### config.mk
export PLATFORM = sky130hd
export DESIGN_NAME = plc_loop_control
export DESIGN_NICKNAME = d
export VERILOG_FILES = /design/src/plc_pkg.sv /design/src/plc_clock_switch.sv /design/src/plc_loop_control.sv
export SDC_FILE = /design/constraint.sdc
export NUM_CORES = 1
export LEC_CHECK = 0
export BUFFER_PORTS_ARGS = -buffer_cell sky130_fd_sc_hd__buf_2
export CORE_MARGIN = 2
export CORE_UTILIZATION = 46
export CTS_CLUSTER_SIZE = 24
export DETAILED_ROUTE_END_ITERATION = 6
export GPL_TIMING_DRIVEN = 0
export PLACE_DENSITY = 0.92
export SETUP_SLACK_MARGIN = 0.2
export SLEW_MARGIN = 30
export SYNTH_ARGS = -nofsm -noshare
export SYNTH_HDL_FRONTEND = slang
export SYNTH_HIERARCHICAL = 1
export SYNTH_SLANG_ARGS = --single-unit
### constraint.sdc
create_clock -name core_clk_i -period 2 [get_ports core_clk_i]
set_clock_uncertainty 0.1 [all_clocks]
set_input_delay 0.4 -clock core_clk_i [delete_from_list [all_inputs] [get_ports core_clk_i]]
set_output_delay 0.4 -clock core_clk_i [all_outputs]
set_load 0.1 [all_outputs]
### src/plc_pkg.sv
// Shared constants and types for the clock-loop control block
package plc_pkg;

  // ****************************************************************
  // Register map (byte addresses on the processor bus)
  // ****************************************************************
  localparam logic [31:0] ADDR_CTRL_HOLD = 32'he01fc080;
  localparam logic [31:0] ADDR_CFG_HOLD = 32'he01fc084;
  localparam logic [31:0] ADDR_STATUS = 32'he01fc088;
  localparam logic [31:0] ADDR_FEED = 32'he01fc08c;

  // ****************************************************************
  // Field layout
  // ****************************************************************
  localparam int CTRL_ENABLE_BIT = 0;
  localparam int CTRL_CONNECT_BIT = 1;
  localparam int CTRL_WIDTH = 2;
  localparam int CFG_MULTIPLIER_FIELD_LSB = 0;
  localparam int CFG_MULTIPLIER_FIELD_WIDTH = 5;
  localparam int CFG_PSEL_LSB = 5;
  localparam int CFG_PSEL_WIDTH = 2;
  localparam int CFG_WIDTH = 7;
  localparam int STAT_ENABLE_BIT = 8;
  localparam int STAT_CONNECT_BIT = 9;
  localparam int STAT_LOCK_BIT = 10;
  localparam int FEED_KEY_WIDTH = 8;

  // ****************************************************************
  // Reset values
  // ****************************************************************
  localparam logic [CTRL_WIDTH-1:0] CTRL_RESET = 2'h0;
  localparam logic [CFG_WIDTH-1:0] CFG_RESET = 7'h00;
  localparam logic [31:0] RDATA_IDLE = 32'h00000000;

  // ****************************************************************
  // Derived settings
  // ****************************************************************
  localparam logic [5:0] MULT_OFFSET = 6'h01;
  localparam logic [4:0] POST_DIV_MIN = 5'h02;

  // ****************************************************************
  // State machines
  // ****************************************************************
  typedef enum logic [1:0] {
    PLC_FEED_IDLE = 2'b01,
    PLC_FEED_ARMED = 2'b10
  } plc_feed_state_t;

  typedef enum logic [3:0] {
    PLC_SRC_OSC = 4'b0001,
    PLC_SRC_GAP_TO_LOOP = 4'b0010,
    PLC_SRC_LOOP = 4'b0100,
    PLC_SRC_GAP_TO_OSC = 4'b1000
  } plc_src_state_t;

endpackage

### src/plc_clock_switch.sv
// Break-before-make sequencer for the oscillator / loop clock gates
`timescale 1ns/1ps

module plc_clock_switch #(
  parameter int GAP_CYCLES = 4
) (
  // Clock and reset
  input wire logic core_clk_i,
  input wire logic sys_rst_i,
  // Request
  input wire logic want_loop_i,
  // Gates
  output logic osc_gate_o,
  output logic loop_gate_o,
  output logic busy_o
);

  plc_pkg::plc_src_state_t state;
  logic [7:0] gap_count;

  // ****************************************************************
  // Source sequencing
  // ****************************************************************
  // Both gates are closed for the whole gap so no truncated pulse escapes
  always_ff @(posedge core_clk_i) begin
    if (sys_rst_i) begin
      state <= plc_pkg::PLC_SRC_OSC;
      gap_count <= 8'h00;
    end else begin
      case (state)
        plc_pkg::PLC_SRC_OSC: begin
          gap_count <= 8'h00;
          if (want_loop_i) begin
            state <= plc_pkg::PLC_SRC_GAP_TO_LOOP;
          end
        end
        plc_pkg::PLC_SRC_GAP_TO_LOOP: begin
          gap_count <= gap_count + 8'h01;
          if (!want_loop_i) begin
            state <= plc_pkg::PLC_SRC_GAP_TO_OSC;
            gap_count <= 8'h00;
          end else if (gap_count == 8'(GAP_CYCLES - 1)) begin
            state <= plc_pkg::PLC_SRC_LOOP;
          end
        end
        plc_pkg::PLC_SRC_LOOP: begin
          gap_count <= 8'h00;
          if (!want_loop_i) begin
            state <= plc_pkg::PLC_SRC_GAP_TO_OSC;
          end
        end
        plc_pkg::PLC_SRC_GAP_TO_OSC: begin
          gap_count <= gap_count + 8'h01;
          if (gap_count == 8'(GAP_CYCLES - 1)) begin
            state <= plc_pkg::PLC_SRC_OSC;
          end
        end
        default: begin
          state <= plc_pkg::PLC_SRC_OSC;
          gap_count <= 8'h00;
        end
      endcase
    end
  end

  // Gates come straight from state flops, never both open
  assign osc_gate_o = (state == plc_pkg::PLC_SRC_OSC);
  assign loop_gate_o = (state == plc_pkg::PLC_SRC_LOOP);
  assign busy_o = (state == plc_pkg::PLC_SRC_GAP_TO_LOOP) || (state == plc_pkg::PLC_SRC_GAP_TO_OSC);

endmodule // plc_clock_switch

### src/plc_loop_control.sv
// Control, feed protection and status for the clock multiplier loop
//
// Design decision made here: the address-and-strobe port.
`timescale 1ns/1ps

// What this block does
// Reference clock kept within 10 to 25 MHz
// Output clock kept within 10 to 60 MHz
// Multiplier factor accepted from 1 to 32
// Oscillator core kept within 156 to 320 MHz
// Post divider selects 2, 4, 8, 16
// Even division gives equal high, low phases
// Settings change only after correct feed
// Reset and power-down force loop off, bypassed
// Loop never enables itself
// Software enables, waits lock, then connects
// Control holding register, read/write, reset zero
// Configuration holding register, read/write, reset zero
// Status shows shadow values, not holding
// Good feed copies both holding into shadows
// Status reports present loop state too
// Bit 0 enables, bit 1 connects loop
// Multiplier bits 4:0, divider bits 6:5
// Status bit 10 shows lock
// Source switch is glitch free
// Feed is two keys back to back
// All shadows update in one cycle
module plc_loop_control #(
  parameter logic [7:0] FEED_KEY_FIRST = 8'haa,
  parameter logic [7:0] FEED_KEY_SECOND = 8'h55,
  parameter int SWITCH_GAP_CYCLES = 4
) (
  // Clock and reset
  input wire logic core_clk_i,
  input wire logic sys_rst_i,
  // Register port
  input wire logic [31:0] reg_addr_i,
  input wire logic [31:0] reg_wdata_i,
  input wire logic reg_wr_i,
  input wire logic reg_rd_i,
  output logic [31:0] reg_rdata_o,
  // Power management
  input wire logic power_down_entry_i,
  // Analog loop
  input wire logic loop_lock_raw_i,
  output logic loop_enable_bit_o,
  output logic [4:0] multiplier_field_o,
  output logic [5:0] multiplier_factor_o,
  output logic [1:0] post_div_select_o,
  output logic [4:0] post_div_ratio_o,
  // Clock selection
  output logic osc_clk_gate_o,
  output logic loop_clk_gate_o,
  output logic clock_switch_busy_o,
  output logic feed_accepted_o
);

  // ****************************************************************
  // Declarations
  // ****************************************************************
  logic [plc_pkg::CTRL_WIDTH-1:0] loop_control_holding;
  logic [plc_pkg::CFG_WIDTH-1:0] loop_config_holding;
  logic [plc_pkg::CTRL_WIDTH-1:0] control_shadow;
  logic [plc_pkg::CFG_WIDTH-1:0] config_shadow;
  plc_pkg::plc_feed_state_t feed_state;
  logic feed_valid;
  logic feed_access;
  logic key_first_hit;
  logic key_second_hit;
  logic lock_sync1;
  logic lock_sync2;
  logic lock_sync3;
  logic loop_locked_flag;
  logic [15:0] loop_active_status;
  logic [31:0] next_rdata;
  logic want_loop;
  logic feed_pulse;

  // ****************************************************************
  // Holding registers
  // ****************************************************************
  always_ff @(posedge core_clk_i) begin
    if (sys_rst_i) begin
      loop_control_holding <= plc_pkg::CTRL_RESET;
    end else if (reg_wr_i && reg_addr_i == plc_pkg::ADDR_CTRL_HOLD) begin
      loop_control_holding <= reg_wdata_i[plc_pkg::CTRL_WIDTH-1:0];
    end
  end

  always_ff @(posedge core_clk_i) begin
    if (sys_rst_i) begin
      loop_config_holding <= plc_pkg::CFG_RESET;
    end else if (reg_wr_i && reg_addr_i == plc_pkg::ADDR_CFG_HOLD) begin
      loop_config_holding <= reg_wdata_i[plc_pkg::CFG_WIDTH-1:0];
    end
  end

  // ****************************************************************
  // Feed sequence
  // ****************************************************************
  assign feed_access = reg_wr_i && reg_addr_i == plc_pkg::ADDR_FEED;
  assign key_first_hit = feed_access && reg_wdata_i[plc_pkg::FEED_KEY_WIDTH-1:0] == FEED_KEY_FIRST;
  assign key_second_hit = feed_access && reg_wdata_i[plc_pkg::FEED_KEY_WIDTH-1:0] == FEED_KEY_SECOND;

  // Any access other than a repeated first key, reads included, drops the arming
  always_ff @(posedge core_clk_i) begin
    if (sys_rst_i) begin
      feed_state <= plc_pkg::PLC_FEED_IDLE;
    end else begin
      case (feed_state)
        plc_pkg::PLC_FEED_IDLE: begin
          if (key_first_hit) begin
            feed_state <= plc_pkg::PLC_FEED_ARMED;
          end
        end
        plc_pkg::PLC_FEED_ARMED: begin
          if (key_first_hit) begin
            feed_state <= plc_pkg::PLC_FEED_ARMED;
          end else if (reg_wr_i || reg_rd_i) begin
            feed_state <= plc_pkg::PLC_FEED_IDLE;
          end
        end
        default: begin
          feed_state <= plc_pkg::PLC_FEED_IDLE;
        end
      endcase
    end
  end

  assign feed_valid = (feed_state == plc_pkg::PLC_FEED_ARMED) && key_second_hit;

  // ****************************************************************
  // Shadow registers
  // ****************************************************************
  // Power-down beats a feed on the control shadow in the same cycle; the config shadow still loads, and the loop must end up off
  always_ff @(posedge core_clk_i) begin
    if (sys_rst_i) begin
      control_shadow <= plc_pkg::CTRL_RESET;
      config_shadow <= plc_pkg::CFG_RESET;
    end else if (power_down_entry_i) begin
      control_shadow <= plc_pkg::CTRL_RESET;
      if (feed_valid) begin
        config_shadow <= loop_config_holding;
      end
    end else if (feed_valid) begin
      control_shadow <= loop_control_holding;
      config_shadow <= loop_config_holding;
    end
  end

  always_ff @(posedge core_clk_i) begin
    if (sys_rst_i) begin
      feed_pulse <= 1'b0;
    end else begin
      feed_pulse <= feed_valid;
    end
  end

  assign feed_accepted_o = feed_pulse;

  // ****************************************************************
  // Loop drive
  // ****************************************************************
  assign loop_enable_bit_o = control_shadow[plc_pkg::CTRL_ENABLE_BIT];
  assign multiplier_field_o = config_shadow[plc_pkg::CFG_MULTIPLIER_FIELD_LSB +: plc_pkg::CFG_MULTIPLIER_FIELD_WIDTH];
  // Field 0..31 maps to factor 1..32
  assign multiplier_factor_o = {1'b0, multiplier_field_o} + plc_pkg::MULT_OFFSET;
  assign post_div_select_o = config_shadow[plc_pkg::CFG_PSEL_LSB +: plc_pkg::CFG_PSEL_WIDTH];
  // Ratio is always even, so the divided clock keeps equal phases
  assign post_div_ratio_o = plc_pkg::POST_DIV_MIN << post_div_select_o;

  // ****************************************************************
  // Lock input synchroniser
  // ****************************************************************
  always_ff @(posedge core_clk_i) begin
    if (sys_rst_i) begin
      lock_sync1 <= 1'b0;
      lock_sync2 <= 1'b0;
      lock_sync3 <= 1'b0;
    end else begin
      lock_sync1 <= loop_lock_raw_i;
      lock_sync2 <= lock_sync1;
      lock_sync3 <= lock_sync2;
    end
  end

  // A disabled loop stops reporting lock one cycle after its enable bit clears
  always_ff @(posedge core_clk_i) begin
    if (sys_rst_i) begin
      loop_locked_flag <= 1'b0;
    end else if (!loop_enable_bit_o) begin
      loop_locked_flag <= 1'b0;
    end else if (lock_sync2 == lock_sync3) begin
      loop_locked_flag <= lock_sync3;
    end
  end

  // ****************************************************************
  // Clock source selection
  // ****************************************************************
  // Lock is not checked before connecting; software must wait for it
  assign want_loop = control_shadow[plc_pkg::CTRL_ENABLE_BIT] &&
                     control_shadow[plc_pkg::CTRL_CONNECT_BIT];

  plc_clock_switch #(
    .GAP_CYCLES(SWITCH_GAP_CYCLES)
  ) u_switch (
    .core_clk_i(core_clk_i),
    .sys_rst_i(sys_rst_i),
    .want_loop_i(want_loop),
    .osc_gate_o(osc_clk_gate_o),
    .loop_gate_o(loop_clk_gate_o),
    .busy_o(clock_switch_busy_o)
  );

  // ****************************************************************
  // Status and read port
  // ****************************************************************
  always_comb begin
    loop_active_status = 16'h0000;
    loop_active_status[plc_pkg::CFG_WIDTH-1:0] = config_shadow;
    loop_active_status[plc_pkg::STAT_ENABLE_BIT] = control_shadow[plc_pkg::CTRL_ENABLE_BIT];
    loop_active_status[plc_pkg::STAT_CONNECT_BIT] = control_shadow[plc_pkg::CTRL_CONNECT_BIT];
    loop_active_status[plc_pkg::STAT_LOCK_BIT] = loop_locked_flag;
  end

  // Feed register and unmapped addresses read as zero
  always_comb begin
    next_rdata = plc_pkg::RDATA_IDLE;
    if (reg_addr_i == plc_pkg::ADDR_CTRL_HOLD) begin
      next_rdata[plc_pkg::CTRL_WIDTH-1:0] = loop_control_holding;
    end else if (reg_addr_i == plc_pkg::ADDR_CFG_HOLD) begin
      next_rdata[plc_pkg::CFG_WIDTH-1:0] = loop_config_holding;
    end else if (reg_addr_i == plc_pkg::ADDR_STATUS) begin
      next_rdata[15:0] = loop_active_status;
    end
  end

  always_ff @(posedge core_clk_i) begin
    if (sys_rst_i) begin
      reg_rdata_o <= plc_pkg::RDATA_IDLE;
    end else if (reg_rd_i) begin
      reg_rdata_o <= next_rdata;
    end else begin
      reg_rdata_o <= plc_pkg::RDATA_IDLE;
    end
  end

endmodule // plc_loop_control

# Word level (Yosys, flattened, before mapping)
# Index checks and enable logic that the tools add are counted.
# totals
output_inout_bits	55
inputBits	70
word_cells	75
register_bits	69
# op_classes
eq_ne	20
bitwise_logic	3
mux	15
n_reduce_logical	17
shift	1
addsub	2
# ops
cell	count
$eq 32x32->1 const B	4
$mux 4	5
$pmux 4 s4	1
$pmux 8 s2	1
$mux 11	1
$add 8x1->8 const B	1
$eq 8x2->1 const B	1
$eq 8x7->1 const B	1
$eq 8x8->1 const B	1
$mux 2	4
$mux 8	1
$logic_and 1x1->1	7
$mux 7	1
$add 5x1->6 const B	1
$ne 3x3->1 const B	2
$reduce_or 2->1	3
$reduce_or 5->1	1
$shl 2x2->5 const A	1
$eq 4x1->1 const B	1
$eq 4x2->1 const B	1
$eq 4x3->1 const B	1
$eq 4x4->1 const B	1
$ne 2x1->1 const B	2
$ne 2x2->1 const B	2
other kinds (10)	13

# Logic depth before layout (Yosys ltp)
# logic_depth
depth_word	5
mapped_depth	7
depth_no_buf	6

# Modules after synthesis
# The synthesis kept the hierarchy.
# by_module_without_submodules
mod	cells_per_inst	n_inst	seq_area_each_um2	area_each_um2
plc_loop_control	202	1	700.7	1900.6
plc_clock_switch	74	1	240.2	659.4

# Least setup slack after synthesis
# No wires, ideal clock.
# synth_timing
path_kind	flip-flop to output port
from	register config_shadow[0] in the netlist's numbering
to	output port multiplier_factor_o[4]
n_path_buf	0
stages_incl_launch_ff	4
slack_ns	-1.540
t_arrival_ns	3.040
required_ns	1.500
cell_sequence	dfxtp_1 ha_1 nand3_1 xnor2_1
# synth_via
elab_chain_len	1
# synth_rtl
item	line_no	rtl
start, declared	plc_loop_control.sv:64	logic [plc_pkg::CFG_WIDTH-1:0] config_shadow;
start signal, assigned	plc_loop_control.sv:139	config_shadow <= plc_pkg::CFG_RESET;
start signal, assigned	plc_loop_control.sv:143	config_shadow <= loop_config_holding;
start signal, assigned	plc_loop_control.sv:147	config_shadow <= loop_config_holding;
$add 5x1->6	plc_loop_control.sv:167	assign multiplier_factor_o = {1'b0, multiplier_field_o} + plc_pkg::MULT_OFFSET;
end, declared	plc_loop_control.sv:48	output logic [5:0] multiplier_factor_o,
# Every way passes these cells.

# Worst setup path in the final report
# layout_timing
from	register u_switch.state[1]
to	output port loop_clk_gate_o
# layout_via
elab_chain_len	1
# layout_rtl
item	line_no	rtl
start, declared	plc_clock_switch.sv:18	plc_pkg::plc_src_state_t state;
start signal, assigned	plc_clock_switch.sv:27	state <= plc_pkg::PLC_SRC_OSC;
start signal, assigned	plc_clock_switch.sv:34	state <= plc_pkg::PLC_SRC_GAP_TO_LOOP;
start signal, assigned	plc_clock_switch.sv:40	state <= plc_pkg::PLC_SRC_GAP_TO_OSC;
$eq 4x3->1	plc_clock_switch.sv:68	assign loop_gate_o = (state == plc_pkg::PLC_SRC_LOOP);
end, declared	plc_loop_control.sv:53	output logic loop_clk_gate_o,
# Every way passes these cells.

==> key figures <==
Finish
  – Layout Cells excl Fill: about 470
  – Fin area: roughly 3700 µm²
  – Area Overhead vs Synth: 44.6%
  – N_diodes: 0
  – Share of layout cells above drive strength 1: 0.437
  – Fin nets: roughly 470
  – # fillers: approximately 410
  – Core Util, Final: 0.680

Synthesis
  – Post-Synth Simple-Gate Area: 0.310
  – Top_reg_cell synth: dfxtp_1
  – Mapped Area: 2560 µm²
  – Yosys top cell area share: 0.368
  – Synth cell types: between 50 and 60
  – EDFF count, synth: 0
  – Sequential area share after synthesis: 0.368
  – Synth Instances: 276
  – Adder-cell share of the synthesized area: 0.0235
  – Multiplexer area fraction after synthesis: 0.0963
  – XOR/XNOR Fraction of Synth Area: 0.0376
  – Syn avg cell area: between 9 and 10 µm²
  – Ys async rst share: 0
  – Synth area leaders: dfxtp_1 37%, mux2i_1 8.6%, buf_4 7.3%, nand2b_1 6.4%, nor2_1 4.0%
  – Largest family of logic cells by synthesized area: simple AND/OR/NAND/NOR gates
  – Post-synth top area cell: dfxtp_1
  – Complex-gate fraction of the synthesized area: 0.0562
  – Seq cells post-synth: 47
  – Commonest cells in the netlist: 47 x dfxtp_1, 27 x nor2_1, 26 x nand2b_1
  – YS warnings: 6
  – Top-count cell post-synth: dfxtp_1

Clock tree
  – Clock transition at path regs: 0.09 ns
  – Clock sink count: 47
  – CTS Buf Count: 5
  – Clk_lat worst skew: just over 0.3 ns
  – Clk root buf: clkbuf_8
  – H-tree Lvls: 2
  – CTS max path bufs: 2
  – CTS tree: built

STA
  – Final Cycle Share: 0.934
  – Fin Setup TNS: 0 ns
  – Final worst slack: about 0.13 ns
  – RSZ-0062 raised after global routing: yes
  – Fin crit period: ~1.9 ns
  – Fin. Hold Viols: 0
  – Max Transition Viols Final: 0
  – Hold WS: 0.205 ns
  – F_max: roughly 540 MHz
  – Final setup vio count: 0

Global route
  – First-pass GRT wire length: around 10000 µm
  – Initial antenna violation count: 0
  – Vias in the first global route: roughly 2,300
  – Overflow after GRT: 0
  – Global Route Usage Sum: 0.204
  – Largest net degree at the start of global routing: 15

Die
  – Starting density of the core: 0.471
  – Die Footprint: 6180 µm²
  – Row cnt: 27
  – Core area: ~5400 µm²
  – Die width: approximately 79 µm
  – Total I/O pin count: roughly 130
  – Die Span Y: between 70 and 80 µm

Place
  – Final GP Congestion: approximately 0.79
  – Place WS: -0.204 ns
  – DP HPWL: approximately 4600 µm
  – DP Area: between 3000 and 4000 µm²
  – I/O Buffers: between 70 and 80
  – Placed Cells: approximately 450

Route
  – Iteration-0 DRC Markers: 167
  – Final WL: 6730 µm
  – DRT Pass-1 Iters: 4
  – Residual DRC: 0
  – Via count: 2,374
  – DR WL/cell: ~14 µm
  – Vias per cell: ~5.1
  – Remaining antenna violation count after routing: 0

Outcome
  – Status: finished clean

Job
  – Max cap viols: 0

Setup path
  – CP max FO: 5
  – CP startpoint: u_switch/state[1]
  – Worst Path Arrival: roughly 1.4 ns
  – CP startpoint kind: flip-flop
  – Crit. End Element: output port
  – Setup Crit Path Kind: reg2out
  – Critical R2R Launch: u_switch/state[2]
  – CP required: approximately 1.5 ns
  – Register-to-register setup slack: 0.16 ns

Power
  – Pwr Total: around 2.4 mW
  – Peak supply drop: 463 µV
  – Power density cells: roughly 640 nW/µm²
  – Leakage: 1.68 nW

Hold path
  – Worst hold start: loop_lock_raw_i
  – Worst hold-check path type: in2reg
flip-flops by register name, indices dropped and copies added (netlist names), 2 cells and up:
name / count
reg_rdata_o: 10
u_switch/gap_count: 8
u_switch/state: 4
control_shadow: 2
feed_state: 2
loop_config_holding: 7
config_shadow: 7
loop_control_holding: 2
kinds of logic (layout without fill, tap and decap cells):
logic type | count (synthesis) | count (layout)
other | 1 | 23
adders and majority gates | 5 | 5
muxes | 24 | 24
AOI/OAI and AO/OA | 20 | 20
DFF | 47 | 47
buffers and inverters | 43 | 141
and+or+nand+nor | 125 | 125
xor gates and xnor gates | 11 | 11
power by group:
group	switching [mW]	internal, mW	leakage (nW)
Clock	0.313	0.246	0.0422
Sequential	0.00881	0.945	0.387
Combinational	0.532	0.322	1.25
Total	0.854	1.51	1.68
cell usage in the layout (no fill, tap or decap), types with 2 or more instances in the layout:
cell type,count
xor2_1,5
nand3_4,2
nor2_1,24
a22oi_1,5
clkbuf_4,3
nor3_1,6
a21oi_1,6
clkbuf_1,7
nand4_1,2
and4bb_2,4
nand4b_1,2
nor4_2,2
mux2i_1,22
buf_2,62
dfxtp_1,37
inv_1,6
xnor2_1,3
nor2b_4,3
buf_8,2
nand2b_1,26
ha_1,2
nor4b_4,2
nand2_1,10
nor2b_1,6
clkbuf_8,5
nand3_1,4
nor4bb_1,5
nor4_1,2
o21ai_0,3
conb_1,23
nor2_2,2
and3_1,2
buf_12,6
nand3b_1,2
buf_6,7
xnor2_4,2
buf_4,39
dfxtp_4,9
layer usage:
layer | GRT usage | up-vias | share of wire | routed length (µm)
met5 | 0 | - | 0 | 0
met4 | 0.0842 | 0 | 0.026 | 172
li1 | - | 1146 | - | -
met3 | 0.0506 | 24 | 0.077 | 517
met1 | 0.225 | 1080 | 0.39 | 2600
met2 | 0.369 | 124 | 0.51 | 3430
timing repair:
item                       4_1_cts  5_1_grt
setup buffers                    7        7
resized for setup               24       22
cloned                           0        1
hold buffers                     0        0
pin swaps                        3        5
setup endpoints to repair       11       22
final cells by class:
type,count,area [µm²],share of cell area
timing repair buffer,90,638,0.172
tap,72,90.1,0.0243
multi-input combinational,208,1620,0.439
sequential,47,976,0.264
inverter,7,26.3,0.00710
clock buffer,7,76.3,0.0206
clock inverter,1,5.00,0.00135
buffer,36,265,0.0717
path summary, 6_finish.rpt:
kind | end | depth (start not counted)
hold reg to reg | lock_sync2 | 1
hold / removal | lock_sync1 | 2
setup / recovery | loop_clk_gate_o | 4
setup reg to reg | u_switch/state[1] | 6
worst max-delay path, stage by stage (launching register included):
cell     delay [ns]
dfxtp_4        0.36
buf_8          0.13
nor2b_4        0.11
nor3b_4        0.25
buf_12         0.21
No activity file was read; power rests on OpenSTA's default activity.
